[src/design/wit_cfg.svh]
/*
 watchdog interval timer constants: register addresses, passwords, field positions, reset values, timing.
 assumes inclusion by bare name from the design files.
*/
`ifndef WIT_CFG_SVH
`define WIT_CFG_SVH

`define WIT_ADDR_TCS_WR      16'hfeec
`define WIT_ADDR_TCS_RD      16'hfeec
`define WIT_ADDR_CNT_RD      16'hfeed
`define WIT_ADDR_RCS_WR      16'hff14
`define WIT_ADDR_RCS_RD      16'hff15
`define WIT_ADDR_IRQ_STAT    16'hff16
`define WIT_ADDR_IRQ_MASK    16'hff17

`define WIT_PW_CNT           8'h5a
`define WIT_PW_TCS           8'ha5
`define WIT_PW_RCS_CLR       8'ha5
`define WIT_PW_RCS_OE        8'h5a

`define WIT_BIT_OVF          7
`define WIT_BIT_MODE         6
`define WIT_BIT_RUN          5
`define WIT_BIT_WRF          7
`define WIT_BIT_ROE          6

`define WIT_TCS_FIXED        8'h18
`define WIT_RCS_FIXED        8'h3f
`define WIT_RCS_CLR_DATA     8'h00
`define WIT_CNT_RESET        8'h00
`define WIT_CNT_MAX          8'hff

`define WIT_CLK_NS           20
`define WIT_RST_PULSE_CLKS   132
`define WIT_RST_PULSE_NS     (`WIT_RST_PULSE_CLKS * `WIT_CLK_NS)

`endif

[src/design/wit_pkg.sv]
/*
 watchdog interval timer types.
 assumes nothing of its surroundings.
*/
package wit_pkg;
    typedef enum logic [1:0] {
        WIT_PULSE_IDLE,
        WIT_PULSE_DRIVE
    } wit_pulse_state_t;
endpackage

[src/design/wit_prescaler.sv]
/*
 prescaler: free-running divider giving a one-cycle enable at the selected rate.
 assumes one clock, clear when the timer is stopped.
*/
`timescale 1ns/1ps
module wit_prescaler #(
    parameter int DIV_W = 12
) (
    // clock and reset
    input  wire logic       clk,
    input  wire logic       rst_n,
    // control
    input  wire logic       clear,
    input  wire logic [2:0] select,
    // enable out
    output logic            tick
);
    logic [DIV_W-1:0] div_count;

    function automatic logic [DIV_W-1:0] wit_div_mask(input logic [2:0] sel);
        case (sel)
            3'h0:    wit_div_mask = DIV_W'(12'h001);
            3'h1:    wit_div_mask = DIV_W'(12'h01f);
            3'h2:    wit_div_mask = DIV_W'(12'h03f);
            3'h3:    wit_div_mask = DIV_W'(12'h07f);
            3'h4:    wit_div_mask = DIV_W'(12'h0ff);
            3'h5:    wit_div_mask = DIV_W'(12'h1ff);
            3'h6:    wit_div_mask = DIV_W'(12'h7ff);
            default: wit_div_mask = DIV_W'(12'hfff);
        endcase
    endfunction

    always_ff @(posedge clk or negedge rst_n)
    begin
        if (!rst_n)
            div_count <= '0;
        else if (clear)
            div_count <= '0;
        else
            div_count <= div_count + DIV_W'(1);
    end

    // pulse once per 2,32,...,4096 clocks
    always_comb
    begin
        tick = !clear && ((div_count & wit_div_mask(select)) == wit_div_mask(select));
    end
endmodule

[src/design/wit_reset_pulse.sv]
/*
 reset pulse stretcher: drives the external reset pin low for a fixed count.
 assumes a one-cycle start request on the same clock.
*/
`timescale 1ns/1ps
`include "wit_cfg.svh"
module wit_reset_pulse #(
    parameter int PULSE_CLKS = `WIT_RST_PULSE_CLKS
) (
    // clock and reset
    input  wire logic clk,
    input  wire logic rst_n,
    // request
    input  wire logic start,
    // pin drive
    output logic      drive
);
    logic [7:0]              remain;
    wit_pkg::wit_pulse_state_t state;

    always_ff @(posedge clk or negedge rst_n)
    begin
        if (!rst_n)
        begin
            state  <= wit_pkg::WIT_PULSE_IDLE;
            remain <= 8'h00;
        end
        else
        begin
            case (state)
                wit_pkg::WIT_PULSE_IDLE:
                    if (start)
                    begin
                        state  <= wit_pkg::WIT_PULSE_DRIVE;
                        remain <= 8'(PULSE_CLKS - 1);
                    end
                wit_pkg::WIT_PULSE_DRIVE:
                    if (remain == 8'h00)
                        state <= wit_pkg::WIT_PULSE_IDLE;
                    else
                        remain <= remain - 8'h01;
                default:
                    state <= wit_pkg::WIT_PULSE_IDLE;
            endcase
        end
    end

    always_comb
    begin
        drive = (state == wit_pkg::WIT_PULSE_DRIVE);
    end
endmodule

[src/design/wit_watchdog.sv]
/*
 watchdog / interval timer: 8-bit counter, control/status, reset control, interrupt status and mask.
 assumes a one-cycle strobe register port with 16-bit write words, byte writes flagged by
 wr_word low, chip reset applied externally on rst_n, the chip's own reset fed by wdt_reset_req.
*/
// The implementer's own choice: the plain strobed port.
`timescale 1ns/1ps
`include "wit_cfg.svh"
// Functional notes
// an 8-bit up-counter advances on each selected prescaled pulse while the run enable is 1.
// a wrap from ff to 00 is an overflow and sets the overflow flag in interval mode.
// the counter is forced to zero and held while reset or while the run enable is 0.
// control bits 7..5 clear on reset and standby, clock select clears on reset only.
// the overflow flag clears only by writing 0 after reading it as 1, and is never set by software.
// no overflow flag is set in watchdog mode.
// mode select 0 gives interval mode (reset value), 1 gives watchdog mode.
// an enabled overflow gives a chip reset in watchdog mode and an interrupt in interval mode.
// control bits 4 and 3 cannot be written and read as 1.
// clock select picks clk/2,32,64,128,256,512,2048,4096.
// the watchdog reset reaches the external pin only when reset output is enabled.
// counter and control share a write address, control reads there and the counter one above.
// counter and control writes are word writes with password 5a (counter) or a5 (control).
// reset control takes word writes only, a5 with 00 clears the reset flag, 5a loads bit 6.
// a watchdog overflow sets the reset flag and, if enabled, drives the pin low 132 clocks.
// reset output enable survives a watchdog reset but clears with the flag on a pin reset.
// an overflow comes 256 prescaled pulses after the counter starts at zero.
module wit_watchdog (
    // clock and reset
    input  wire logic        clk,
    input  wire logic        rst_n,
    input  wire logic        standby,
    // register port
    input  wire logic [15:0] addr,
    input  wire logic [15:0] wdata,
    input  wire logic        wr_word,
    input  wire logic        wr,
    input  wire logic        rd,
    output logic [7:0]       rdata,
    // external reset pin, open drain
    input  wire logic        ext_reset_pin_in,
    output logic             ext_reset_pin_out,
    output logic             ext_reset_pin_oe,
    // chip reset and interrupt
    output logic             wdt_reset_req,
    output logic             irq
);
    logic [7:0] wdt_counter;
    logic       overflow_flag;
    logic       timer_mode_select;
    logic       timer_run_enable;
    logic [2:0] clock_select;
    logic       watchdog_reset_flag;
    logic       reset_output_enable;
    logic       ovf_seen;
    logic       irq_status;
    logic       irq_mask;
    logic       pin_sync1;
    logic       pin_sync2;
    logic       tick;
    logic       overflow;
    logic       pulse_drive;
    logic       wr_cnt;
    logic       wr_tcs;
    logic       wr_rcs;
    logic [7:0] tcs_value;
    logic [7:0] next_rdata;
    logic       wr_rcs_clr;
    logic       wr_rcs_oe;
    logic       oe_echo1;
    logic       oe_echo2;
    logic       self_driving;

    function automatic logic wit_hit(input logic [15:0] a, input logic [15:0] ref_addr);
        wit_hit = (a == ref_addr);
    endfunction

    // own pin drive echoes through the synchroniser for two cycles after the enable drops
    always_ff @(posedge clk or negedge rst_n)
    begin
        if (!rst_n)
        begin
            oe_echo1 <= 1'b0;
            oe_echo2 <= 1'b0;
        end
        else
        begin
            oe_echo1 <= ext_reset_pin_oe;
            oe_echo2 <= oe_echo1;
        end
    end

    // pin synchroniser; low on the pin is an external reset
    always_ff @(posedge clk or negedge rst_n)
    begin
        if (!rst_n)
        begin
            pin_sync1 <= 1'b1;
            pin_sync2 <= 1'b1;
        end
        else
        begin
            pin_sync1 <= ext_reset_pin_in;
            pin_sync2 <= pin_sync1;
        end
    end

    always_comb
    begin
        wr_cnt   = wr && wr_word && wit_hit(addr, `WIT_ADDR_TCS_WR) && wdata[15:8] == `WIT_PW_CNT;
        wr_tcs   = wr && wr_word && wit_hit(addr, `WIT_ADDR_TCS_WR) && wdata[15:8] == `WIT_PW_TCS;
        wr_rcs   = wr && wr_word && wit_hit(addr, `WIT_ADDR_RCS_WR);
        wr_rcs_clr = wr_rcs && wdata[15:8] == `WIT_PW_RCS_CLR && wdata[7:0] == `WIT_RCS_CLR_DATA;
        wr_rcs_oe  = wr_rcs && wdata[15:8] == `WIT_PW_RCS_OE;
        self_driving = pulse_drive || ext_reset_pin_oe || oe_echo1 || oe_echo2;
        overflow = timer_run_enable && tick && wdt_counter == `WIT_CNT_MAX;
        tcs_value = `WIT_TCS_FIXED;
        tcs_value[`WIT_BIT_OVF]  = overflow_flag;
        tcs_value[`WIT_BIT_MODE] = timer_mode_select;
        tcs_value[`WIT_BIT_RUN]  = timer_run_enable;
        tcs_value[2:0]           = clock_select;
    end

    wit_prescaler #(
        .DIV_W (12)
    ) u_prescaler (
        .clk    (clk),
        .rst_n  (rst_n),
        .clear  (!timer_run_enable),
        .select (clock_select),
        .tick   (tick)
    );

    wit_reset_pulse #(
        .PULSE_CLKS (`WIT_RST_PULSE_CLKS)
    ) u_reset_pulse (
        .clk   (clk),
        .rst_n (rst_n),
        .start (overflow && timer_mode_select && reset_output_enable),
        .drive (pulse_drive)
    );

    // counter; a stopped timer or standby holds zero over a counter write
    always_ff @(posedge clk or negedge rst_n)
    begin
        if (!rst_n)
            wdt_counter <= `WIT_CNT_RESET;
        else if (!timer_run_enable || standby)
            wdt_counter <= `WIT_CNT_RESET;
        else if (wr_cnt)
            wdt_counter <= wdata[7:0];
        else if (tick)
            wdt_counter <= wdt_counter + 8'h01;
    end

    // control/status mode and run bits
    always_ff @(posedge clk or negedge rst_n)
    begin
        if (!rst_n)
        begin
            timer_mode_select <= 1'b0;
            timer_run_enable  <= 1'b0;
        end
        else if (standby)
        begin
            timer_mode_select <= 1'b0;
            timer_run_enable  <= 1'b0;
        end
        else if (wr_tcs)
        begin
            timer_mode_select <= wdata[`WIT_BIT_MODE];
            timer_run_enable  <= wdata[`WIT_BIT_RUN];
        end
    end

    // clock select keeps its value in standby
    always_ff @(posedge clk or negedge rst_n)
    begin
        if (!rst_n)
            clock_select <= 3'h0;
        else if (wr_tcs)
            clock_select <= wdata[2:0];
    end

    // overflow flag with read-then-write-0 clear; a set wins over a clear
    always_ff @(posedge clk or negedge rst_n)
    begin
        if (!rst_n)
        begin
            overflow_flag <= 1'b0;
            ovf_seen      <= 1'b0;
        end
        else if (standby)
        begin
            overflow_flag <= 1'b0;
            ovf_seen      <= 1'b0;
        end
        else if (overflow && !timer_mode_select)
        begin
            overflow_flag <= 1'b1;
            ovf_seen      <= ovf_seen;
        end
        else
        begin
            if (rd && wit_hit(addr, `WIT_ADDR_TCS_RD) && overflow_flag)
                ovf_seen <= 1'b1;
            if (wr_tcs && !wdata[`WIT_BIT_OVF] && ovf_seen)
            begin
                overflow_flag <= 1'b0;
                ovf_seen      <= 1'b0;
            end
        end
    end

    // reset control: flag and output enable
    // a trip wins over a software clear in the same cycle
    always_ff @(posedge clk or negedge rst_n)
    begin
        if (!rst_n)
        begin
            watchdog_reset_flag <= 1'b0;
            reset_output_enable <= 1'b0;
        end
        else if (!pin_sync2 && !self_driving)
        begin
            watchdog_reset_flag <= 1'b0;
            reset_output_enable <= 1'b0;
        end
        else
        begin
            if (overflow && timer_mode_select)
                watchdog_reset_flag <= 1'b1;
            else if (wr_rcs_clr)
                watchdog_reset_flag <= 1'b0;
            if (wr_rcs_oe)
                reset_output_enable <= wdata[`WIT_BIT_ROE];
        end
    end

    // chip reset request and pin drive
    // pin level is high in reset and low after it; the open-drain pin is pulled only through the enable
    always_ff @(posedge clk or negedge rst_n)
    begin
        if (!rst_n)
        begin
            wdt_reset_req     <= 1'b0;
            ext_reset_pin_out <= 1'b1;
            ext_reset_pin_oe  <= 1'b0;
        end
        else
        begin
            wdt_reset_req     <= overflow && timer_mode_select;
            ext_reset_pin_out <= 1'b0;
            ext_reset_pin_oe  <= pulse_drive;
        end
    end

    // interrupt status and mask
    // status is sticky until a one is written; irq follows one cycle later
    always_ff @(posedge clk or negedge rst_n)
    begin
        if (!rst_n)
        begin
            irq_status <= 1'b0;
            irq_mask   <= 1'b0;
            irq        <= 1'b0;
        end
        else
        begin
            if (overflow && !timer_mode_select)
                irq_status <= 1'b1;
            else if (wr && wit_hit(addr, `WIT_ADDR_IRQ_STAT) && wdata[0])
                irq_status <= 1'b0;
            if (wr && wit_hit(addr, `WIT_ADDR_IRQ_MASK))
                irq_mask <= wdata[0];
            irq <= irq_status && irq_mask;
        end
    end

    // read mux
    // unmapped addresses read as zero
    always_comb
    begin
        next_rdata = 8'h00;
        case (addr)
            `WIT_ADDR_TCS_RD:   next_rdata = tcs_value;
            `WIT_ADDR_CNT_RD:   next_rdata = wdt_counter;
            `WIT_ADDR_RCS_RD:   next_rdata = {watchdog_reset_flag, reset_output_enable, 6'(`WIT_RCS_FIXED)};
            `WIT_ADDR_IRQ_STAT: next_rdata = {7'h00, irq_status};
            `WIT_ADDR_IRQ_MASK: next_rdata = {7'h00, irq_mask};
            default:            next_rdata = 8'h00;
        endcase
    end

    always_ff @(posedge clk or negedge rst_n)
    begin
        if (!rst_n)
            rdata <= 8'h00;
        else if (rd)
            rdata <= next_rdata;
        else
            rdata <= 8'h00;
    end
endmodule

[config.mk]
export PLATFORM = sky130hd
export DESIGN_NAME = wit_watchdog
export DESIGN_NICKNAME = d
export VERILOG_FILES = /design/src/design/wit_pkg.sv /design/src/design/wit_prescaler.sv /design/src/design/wit_reset_pulse.sv /design/src/design/wit_watchdog.sv
export VERILOG_INCLUDE_DIRS = /design/src /design/src/design
export SDC_FILE = /design/constraint.sdc
export NUM_CORES = 1
export LEC_CHECK = 0
export BUFFER_PORTS_ARGS = -buffer_cell sky130_fd_sc_hd__buf_2
export CAP_MARGIN = 20
export CORE_ASPECT_RATIO = 1.4
export CORE_MARGIN = 3
export CORE_UTILIZATION = 50
export DETAILED_ROUTE_END_ITERATION = 10
export PLACE_DENSITY = 0.75
export SLEW_MARGIN = 20
export SYNTH_ARGS = -nofsm -noshare
export SYNTH_HDL_FRONTEND = slang
export SYNTH_SLANG_ARGS = --single-unit
[constraint.sdc]
create_clock -name clk -period 2 [get_ports clk]
set_input_delay 0.5 -clock clk [delete_from_list [all_inputs] [get_ports clk]]
set_output_delay 0.5 -clock clk [all_outputs]
set_load 0.1 [all_outputs]
==> PnR_summary.wiki, run 1 <==
{| class="wikitable"
! Metric !! Value
|-
| Status || finished clean
|-
| Max-slew violation count || 0
|-
| TritonCTS buffer count || 5
|-
| Layout cell share with drive strength beyond 1 || 29.4%
|-
| Total Routing Usage GR || 21.4%
|-
| Cell variety after synth || 60
|-
| Startpoint-to-endpoint class of the critical path || flip-flop to flip-flop
|-
| Root Buffer Master || sky130_fd_sc_hd__clkbuf_8
|-
| Diodes inserted || 0
|-
| Largest fanout on the critical path || 2
|-
| Combinational fraction of design power || 5.6%
|-
| Number of antenna violations at the first check in global routing || 0
|-
| Floorplan die area || 0.00675 mm2
|-
| Largest delay share family, worst path || simple AND/OR/NAND/NOR gates
|-
| Static leakage || 1.68 nW
|-
| Quantity of hold-fixing buffers added after cts || 0
|-
| Number of detailed-routing iterations run before antenna repair || 4
|-
| Cell count after synthesis || 294
|-
| Remaining global-route overflow || 0
|-
| Internal power consumption || 0.00155 W
|-
| Worst vdd ir || 0.685 mV
|-
| Number of storage elements in the synthesis netlist || 56
|-
| Req. time, crit path || 2210 ps
|-
| Launch point of the worst reg-to-reg path || wdt_counter[0]
|-
| Post-route clock period utilization || 98.5%
|-
| Antenna violation net count after detailed routing || 0
|-
| Slowest stage cell on the critical path || sky130_fd_sc_hd__or4b_1
|-
| Pwr/cell area || 556 mW/mm2
|-
| Worst slew pin tran || 499 ps
|-
| Depth of the worst register-to-register path || 6
|-
| Sequential share of the synthesized area || 48.6%
|-
| Worst-case clock buffer depth || 2
|-
| Average wire length per cell after detail routing || 15.6 um
|-
| Element type at the critical path end || flip-flop
|-
| Worst hold slack across all endpoints || 157 ps
|-
| Proportion of power drawn by flip-flops and latches || 57.0%
|-
| Setup slack, reg-to-reg || 30 ps
|-
| Prevailing post-synth register cell || sky130_fd_sc_hd__dfrtp_1
|-
| CTS sink count || 56
|-
| Count of vias placed by the detailed router || 2545
|-
| Total of fill cells in the finished design || 495
|-
| Ordered cell list for the critical path || ha_1 > and3_4 > nand2_1 > or3_1 > or4b_1 > a311oi_2
|-
| Net load switching power || 0.000442 W
|-
| DRC violations left || 0
|-
| Capturing point of the worst reg2reg path || ovf_seen
|-
| Sw frac || 22.2%
|-
| Final estimated routing congestion in global placement || 0.848
|-
| Count of final setup violators || 0
|-
| H-tree depth || 2
|-
| CTS tree || done
|-
| Die Y || 96 um
|-
| Number of DRC markers in iteration 0 || 133
|-
| Total placed cells including tap cells || 438
|-
| Post-CTS setup-driven buffer insertion count || 0
|-
| Core footprint || 0.00557 mm2
|-
| Synthesis warning total || 0
|-
| Max Clock Freq || 508 MHz
|-
| Biggest area consumer among synthesized cells || sky130_fd_sc_hd__dfrtp_1
|-
| Slew margin rel. || 66.2%
|-
| Layout-stage area growth over the synthesis result || 24.0%
|-
| Vias in the first global route || 2529
|-
| Synthesized netlist net count || 337
|-
| Non-filler cells, final || 446
|-
| Die boundary width || 70.3 um
|-
| Highest cell delay on the worst timing path || 530 ps
|-
| Final worst clock skew || 14.8 ps
|-
| Total of buffers placed on input and output ports || 50
|-
| I/O pin count || 51
|-
| Overall power || 0.00200 W
|-
| Sort of element at the start of the critical path || flip-flop
|-
| Pin count of the biggest net entering global routing || 57
|-
| Number of rows created at floorplan || 32
|-
| Synth async-reset ratio || 100%
|-
| Avg Inst Size Synth || 9.84 um2
|-
| Combined buffer and inverter count along the critical path || 0
|-
| Cell types with the largest area share after synthesis || sky130_fd_sc_hd__dfrtp_1, sky130_fd_sc_hd__xnor2_1, sky130_fd_sc_hd__nor2_1, sky130_fd_sc_hd__nand2_1, sky130_fd_sc_hd__and2_1
|-
| RSZ-0062 raised after global routing || yes
|-
| Final critical-path required period || 1970 ps
|-
| Post-synthesis instance area || 0.00289 mm2
|-
| Clock latency at the later pin of the worst-skew pair || 320 ps
|-
| Final Net Count || 420
|-
| Clk pwr share || 37.4%
|-
| TNS Setup || 0 ps
|-
| Initial core utilization || 52.0%
|-
| Number of enable flip-flop cells after synthesis || 0
|-
| Type of the worst min-delay path || input port to async pin
|-
| Maximum capacitance violations || 0
|-
| Number of hold violations in the final report || 0
|-
| Worst-path clk slew || 110 ps
|-
| Routed WL || 6.94 mm
|-
| Post-DR vias/cell || 5.71
|-
| Post-synth top area share || 45.8%
|-
| Critical path arrival || 2180 ps
|-
| Half-perimeter wire length of the detailed placement result || 5.34 mm
|-
| Global-route wire length before repair || 11.5 mm
|}
## power by group through the flow
stage          Sequential, W  Combinational [W]  Clock (W)
3_3_place_gp         0.00116           0.000110          0
3_5_place_dp         0.00116           0.000113          0
4_1_cts              0.00114           0.000114   0.000768
5_1_grt              0.00114           0.000126   0.000797
6_report             0.00114           0.000112   0.000745
2_1_floorplan        0.00117          0.0000206          0
## worst register-to-register path: stages (launching register included)
cell and delay (ps):
sky130_fd_sc_hd__dfrtp_1 370, sky130_fd_sc_hd__ha_1 180, sky130_fd_sc_hd__and3_4 200, sky130_fd_sc_hd__nand2_1 70
sky130_fd_sc_hd__or3_1 300, sky130_fd_sc_hd__or4b_1 530, sky130_fd_sc_hd__a311oi_2 230
## layer usage
metal	global-route usage, %	share of wire [%]	vias to the layer above
met5	0	0	-
met4	9.42	2.8	0
met3	4.08	3.7	13
met2	40.5	55	59
met1	22.9	39	1244
li1	-	-	1229
## cell type report
class,instances,area [um2],share of cell area (%)
clock buffer,5,68.8,1.92
tap,68,85.1,2.37
sequential,56,1410,39.2
timing repair buffer,82,503,14.0
clock inverter,3,42.5,1.19
inverter,11,41.3,1.15
multi-input combinational,221,1440,40.1
## worst max-delay path by stage
stage | start | endpoint | slack, ps | cells past startpoint
2_1_floorplan | addr[5] | irq_mask | 30 | 6
3_3_place_gp | addr[5] | irq_mask | -150 | 7
3_5_place_dp | addr[5] | irq_mask | -250 | 7
4_1_cts | clock_select[0] | wdt_counter[5] | 10 | 6
5_1_grt | wdt_counter[0] | ovf_seen | -30 | 6
6_report | wdt_counter[0] | ovf_seen | 30 | 6
## cell families after synthesis
| group | Yosys count | synth area share (%) |
|---|---|---|
| other | 1 | 0.130 |
| adder cells (fa/ha/maj) | 4 | 1.73 |
| AO/OA/AOI/OAI | 58 | 14.8 |
| buffers and inverters | 17 | 2.25 |
| XOR/XNOR | 17 | 5.15 |
| flip-flops | 56 | 48.6 |
| AND/OR/NAND/NOR | 138 | 26.3 |
| multiplexers | 3 | 1.04 |
## Yosys cell counts (all sizes together), types with 2 or more instances
cell type,count
or3,2
xor2,2
nor3,7
and3,5
and2,13
nand3,11
or4b,2
a211oi,8
nand2,30
clkbuf,5
or4,2
or2,4
a21oi,11
ha,4
o31a,2
a222oi,2
inv,11
a31oi,3
mux2i,3
xnor2,15
a221oi,4
nor2b,4
or4bb,2
dfrtp,53
o41ai,3
nand2b,3
o31ai,2
nand4,9
nor4,4
o21a,2
and4,2
o21ai,10
nor4bb,2
nor2,31
nand4b,2
dfstp,3
## state kept, by name, summed over array words and instances, names as in the netlist, 3 cells and up
register and count:
wdt_counter 8, u_prescaler.div_count 12, u_reset_pulse.remain 8, clock_select 3, rdata 8
## per-stage QoR
step	worst slack (ps)	utilization, %	cell area, um2
after global placement	-153	62.1	3460
after global routing	-27.6	64.5	3590
after floorplan	33.4	-	2890
after CTS	12.8	64.2	3570
after detailed placement	-250	62.1	3460
final	30.9	64.5	3590
## cells in the final DEF, fill, tap and decap left out, types with 3 or more instances in the layout
cell,synthesis,final
sky130_fd_sc_hd__buf_2,1,50
sky130_fd_sc_hd__xnor2_1,15,15
sky130_fd_sc_hd__and2_1,13,13
sky130_fd_sc_hd__and3_1,4,4
sky130_fd_sc_hd__or2_2,4,4
sky130_fd_sc_hd__nand2_1,30,29
sky130_fd_sc_hd__a221oi_1,4,4
sky130_fd_sc_hd__a21oi_1,11,11
sky130_fd_sc_hd__inv_1,10,10
sky130_fd_sc_hd__o21ai_0,8,8
sky130_fd_sc_hd__nand4_1,9,9
sky130_fd_sc_hd__nor3_1,6,6
sky130_fd_sc_hd__a211oi_1,6,6
sky130_fd_sc_hd__nand2b_1,3,3
sky130_fd_sc_hd__mux2i_1,3,3
sky130_fd_sc_hd__nand3_1,11,11
sky130_fd_sc_hd__nor4_1,3,3
sky130_fd_sc_hd__ha_1,4,4
sky130_fd_sc_hd__dfstp_2,3,3
sky130_fd_sc_hd__nor2b_1,4,4
sky130_fd_sc_hd__buf_4,0,31
sky130_fd_sc_hd__o41ai_1,3,3
sky130_fd_sc_hd__clkbuf_8,0,5
sky130_fd_sc_hd__nor2_1,31,31
sky130_fd_sc_hd__dfrtp_1,53,51
## repair_timing
action | 4_1_cts | 5_1_grt
pin swaps | 1 | 2
endpoints found under the setup margin | 1 | 11
resized for setup | 1 | 4
cloned | 0 | 0
Power figures use the tool's default switching activity.
==> run 2, diff against run 1 <==
--- a/config.mk
+++ b/config.mk
@@ -6,13 +6,14 @@
 export SDC_FILE = /design/constraint.sdc
 export NUM_CORES = 1
 export LEC_CHECK = 0
+export ABC_AREA = 1
 export BUFFER_PORTS_ARGS = -buffer_cell sky130_fd_sc_hd__buf_2
 export CAP_MARGIN = 20
 export CORE_ASPECT_RATIO = 1.4
 export CORE_MARGIN = 3
-export CORE_UTILIZATION = 50
+export CORE_UTILIZATION = 51
 export DETAILED_ROUTE_END_ITERATION = 10
-export PLACE_DENSITY = 0.75
+export PLACE_DENSITY = 0.76
 export SLEW_MARGIN = 20
 export SYNTH_ARGS = -nofsm -noshare
 export SYNTH_HDL_FRONTEND = slang
==> run 2 against run 1 <==
  * Clock skew shrank 2.6 ps
  * Largest power group unchanged
  * Highest routed layer unchanged
  * Sequential share of layout area about the same
  * Critical path type unchanged
  * Sequential power is essentially flat
==> PnR_summary.wiki, run 2 <==
{| class="wikitable"
! Metric !! Value
|-
| Antenna violation net count after detailed routing || 0
|-
| Synthesis warning total || 0
|-
| Post-synth top area share || 42.2%
|-
| Cell types with the largest area share after synthesis || sky130_fd_sc_hd__dfrtp_1, sky130_fd_sc_hd__nand2_1, sky130_fd_sc_hd__nand3_1, sky130_fd_sc_hd__nor2_1, sky130_fd_sc_hd__inv_1
|-
| Cell variety after synth || 33
|-
| Launch point of the worst reg-to-reg path || u_prescaler.div_count[0]
|-
| Root Buffer Master || sky130_fd_sc_hd__clkbuf_8
|-
| Number of enable flip-flop cells after synthesis || 0
|-
| Number of storage elements in the synthesis netlist || 56
|-
| Slowest stage cell on the critical path || sky130_fd_sc_hd__dfrtp_1
|-
| CTS tree || done
|-
| Pwr/cell area || 511 mW/mm2
|-
| Maximum capacitance violations || 0
|-
| Element type at the critical path end || flip-flop
|-
| Average wire length per cell after detail routing || 12.8 um
|-
| Core footprint || 0.00590 mm2
|-
| Internal power consumption || 0.00142 W
|-
| Max Clock Freq || 548 MHz
|-
| Layout-stage area growth over the synthesis result || 14.0%
|-
| RSZ-0062 raised after global routing || no
|-
| Post-synthesis instance area || 0.00314 mm2
|-
| Highest cell delay on the worst timing path || 450 ps
|-
| I/O pin count || 51
|-
| Number of rows created at floorplan || 33
|-
| Startpoint-to-endpoint class of the critical path || flip-flop to flip-flop
|-
| Non-Filler Cell Area, Final || 0.00358 mm2
|-
| Total placed cells including tap cells || 540
|-
| Top library cells by usage in the layout, fill and taps aside || sky130_fd_sc_hd__nand2_1, sky130_fd_sc_hd__nor2_1, sky130_fd_sc_hd__inv_1, sky130_fd_sc_hd__dfrtp_1, sky130_fd_sc_hd__buf_2
|-
| Worst-case clock buffer depth || 2
|-
| Post_cts resized || 0
|-
| Total of buffers placed on input and output ports || 50
|-
| Final worst clock skew || 12.2 ps
|-
| Req. time, crit path || 2230 ps
|-
| Combinational fraction of design power || 6.8%
|-
| Final estimated routing congestion in global placement || 0.972
|-
| Routed WL || 7.02 mm
|-
| Avg Inst Size Synth || 7.54 um2
|-
| Global-route wire length before repair || 12.0 mm
|-
| Max-slew violation count || 0
|-
| Type of the worst min-delay path || input port to async pin
|-
| Ordered cell list for the critical path || ha_1 > nand2_1 > inv_1 > nand2_1 > nor3_1 > nand3_1 > o21ai_0 > o21ai_0 > nor2_1
|-
| Status || finished clean
|-
| TNS Setup || 0 ps
|-
| Worst-path clk slew || 100 ps
|-
| Sequential cell area || 0.00141 mm2
|-
| Clk pwr share || 31.1%
|-
| Final critical-path required period || 1820 ps
|-
| Sequential share of the synthesized area || 44.7%
|-
| Overall power || 0.00183 W
|-
| Non-filler cells, final || 547
|-
| Total of fill cells in the finished design || 552
|-
| Number of DRC markers in iteration 0 || 185
|-
| Area taken by multi-input logic gates || 0.00150 mm2
|-
| Share of the core filled with cells || 60.7%
|-
| Number of hold violations in the final report || 0
|-
| Critical path arrival || 2060 ps
|-
| Initial core utilization || 53.3%
|-
| CTS sink count || 56
|-
| Clock latency at the later pin of the worst-skew pair || 300 ps
|-
| Most instantiated cells after synthesis || sky130_fd_sc_hd__nand2_1, sky130_fd_sc_hd__nor2_1, sky130_fd_sc_hd__dfrtp_1, sky130_fd_sc_hd__inv_1, sky130_fd_sc_hd__nand3_1
|-
| Worst slew pin tran || 578 ps
|-
| Count of vias placed by the detailed router || 2898
|-
| Remaining global-route overflow || 0
|-
| Post-CTS setup-driven buffer insertion count || 0
|-
| DRC violations left || 0
|-
| Quantity of hold-fixing buffers added after cts || 0
|-
| Count of final setup violators || 0
|-
| Layout cell share with drive strength beyond 1 || 18.0%
|-
| Net load switching power || 0.000412 W
|-
| Most used standard cell by instance count after synthesis || sky130_fd_sc_hd__nand2_1
|-
| Diodes inserted || 0
|-
| Static leakage || 1.88 nW
|-
| Post-DR vias/cell || 5.30
|-
| Number of detailed-routing iterations run before antenna repair || 4
|-
| Half-perimeter wire length of the detailed placement result || 5.51 mm
|-
| Prevailing post-synth register cell || sky130_fd_sc_hd__dfrtp_1
|-
| Final Net Count || 520
|-
| Die Y || 98.9 um
|-
| Die boundary width || 72.4 um
|-
| Startpoint of the most critical setup path || u_prescaler.div_count[0]
|-
| Pin count of the biggest net entering global routing || 57
|-
| Worst vdd ir || 0.588 mV
|-
| Max reg flops || 12
|-
| Number of antenna violations at the first check in global routing || 0
|-
| Sw frac || 22.5%
|-
| Area post-placement || 0.00351 mm2
|-
| Synthesized netlist net count || 460
|-
| TritonCTS buffer count || 5
|-
| Synth async-reset ratio || 100%
|-
| Post-route clock period utilization || 91.2%
|-
| Biggest area consumer among synthesized cells || sky130_fd_sc_hd__dfrtp_1
|-
| Largest fanout on the critical path || 6
|-
| Slew margin rel. || 61.5%
|-
| Vias in the first global route || 2741
|-
| Cell count after synthesis || 417
|-
| Sort of element at the start of the critical path || flip-flop
|-
| Leading cell type in the layout, fill and taps excluded || sky130_fd_sc_hd__nand2_1
|-
| Total Routing Usage GR || 20.9%
|-
| Register bank with the most flops || u_prescaler.div_count
|-
| Proportion of power drawn by flip-flops and latches || 62.2%
|-
| Floorplan die area || 0.00716 mm2
|-
| H-tree depth || 2
|}
[run 2: cell types whose count changed in the layout (fill, tap and decap cells not counted), sizes merged, moves of 8 or more]
cell / delta
and2: -12
nor2: +32
nand2: +73
buf: -26
inv: +44
xnor2: -12
o21ai: +23
a211oi: -8
nand3: +34
[run 2: logic make-up after synthesis]
kind of cell	synth area share, %
AND/OR/NAND/NOR	34.5
buffers and inverters	7.60
flip-flops	44.7
AO/OA/AOI/OAI	8.40
XOR/XNOR	3.06
adder cells (fa/ha/maj)	1.59
other	0.119
[run 2: final cells by class]
type | count | share of cell area (%)
Timing Repair Buffer | 56 | 8.59
Tap cell | 70 | 2.44
Sequential cell | 56 | 39.2
Inverter | 55 | 5.76
Clock buffer | 6 | 2.02
Multi-Input combinational cell | 303 | 41.8
Clock inverter | 1 | 0.140
[run 2: through the flow]
stage                     hold WS, ps  setup slack, ps
after global routing              190             36.7
after global placement            348              225
after detailed placement          347              206
after CTS                         194              189
after floorplan                   204              409
final                             182              176
[run 2: final timing paths]
path / slack [ps] / to / cells after the start
max in group asynchronous: 1510 / ext_reset_pin_out / 2
worst max register to register: 180 / u_prescaler.div_count[10] / 9
min in group clk: 290 / pin_sync1 / 1
worst min register to register: 360 / pin_sync2 / 0
worst max-delay path: 180 / u_prescaler.div_count[10] / 9
worst min-delay path: 180 / irq / 2
[run 2: worst max-delay path, delay by kind of cell, from the launching register on]
family                     cells  cell delay, ps
adders and majority gates      1             200
DFF                            1             450
AOI/OAI and AO/OA              2             280
buffers and inverters          1              70
and+or+nand+nor                5             740
[run 2: power groups by stage]
stage                     sequential [W]  combinational, W  clock [W]
final                            0.00114          0.000124   0.000569
after global routing             0.00114          0.000139   0.000633
after CTS                        0.00114          0.000125   0.000588
after detailed placement         0.00116          0.000125          0
after global placement           0.00116          0.000123          0
after floorplan                  0.00117         0.0000342          0
[run 2: metal layers]
metal | track usage [%] | vias to the layer above | wire length [um]
met5 | 0 | - | 0
met4 | 7.24 | 0 | 193
li1 | - | 1458 | -
met1 | 23.9 | 1364 | 2770
met3 | 3.27 | 14 | 236
met2 | 38.4 | 62 | 3820
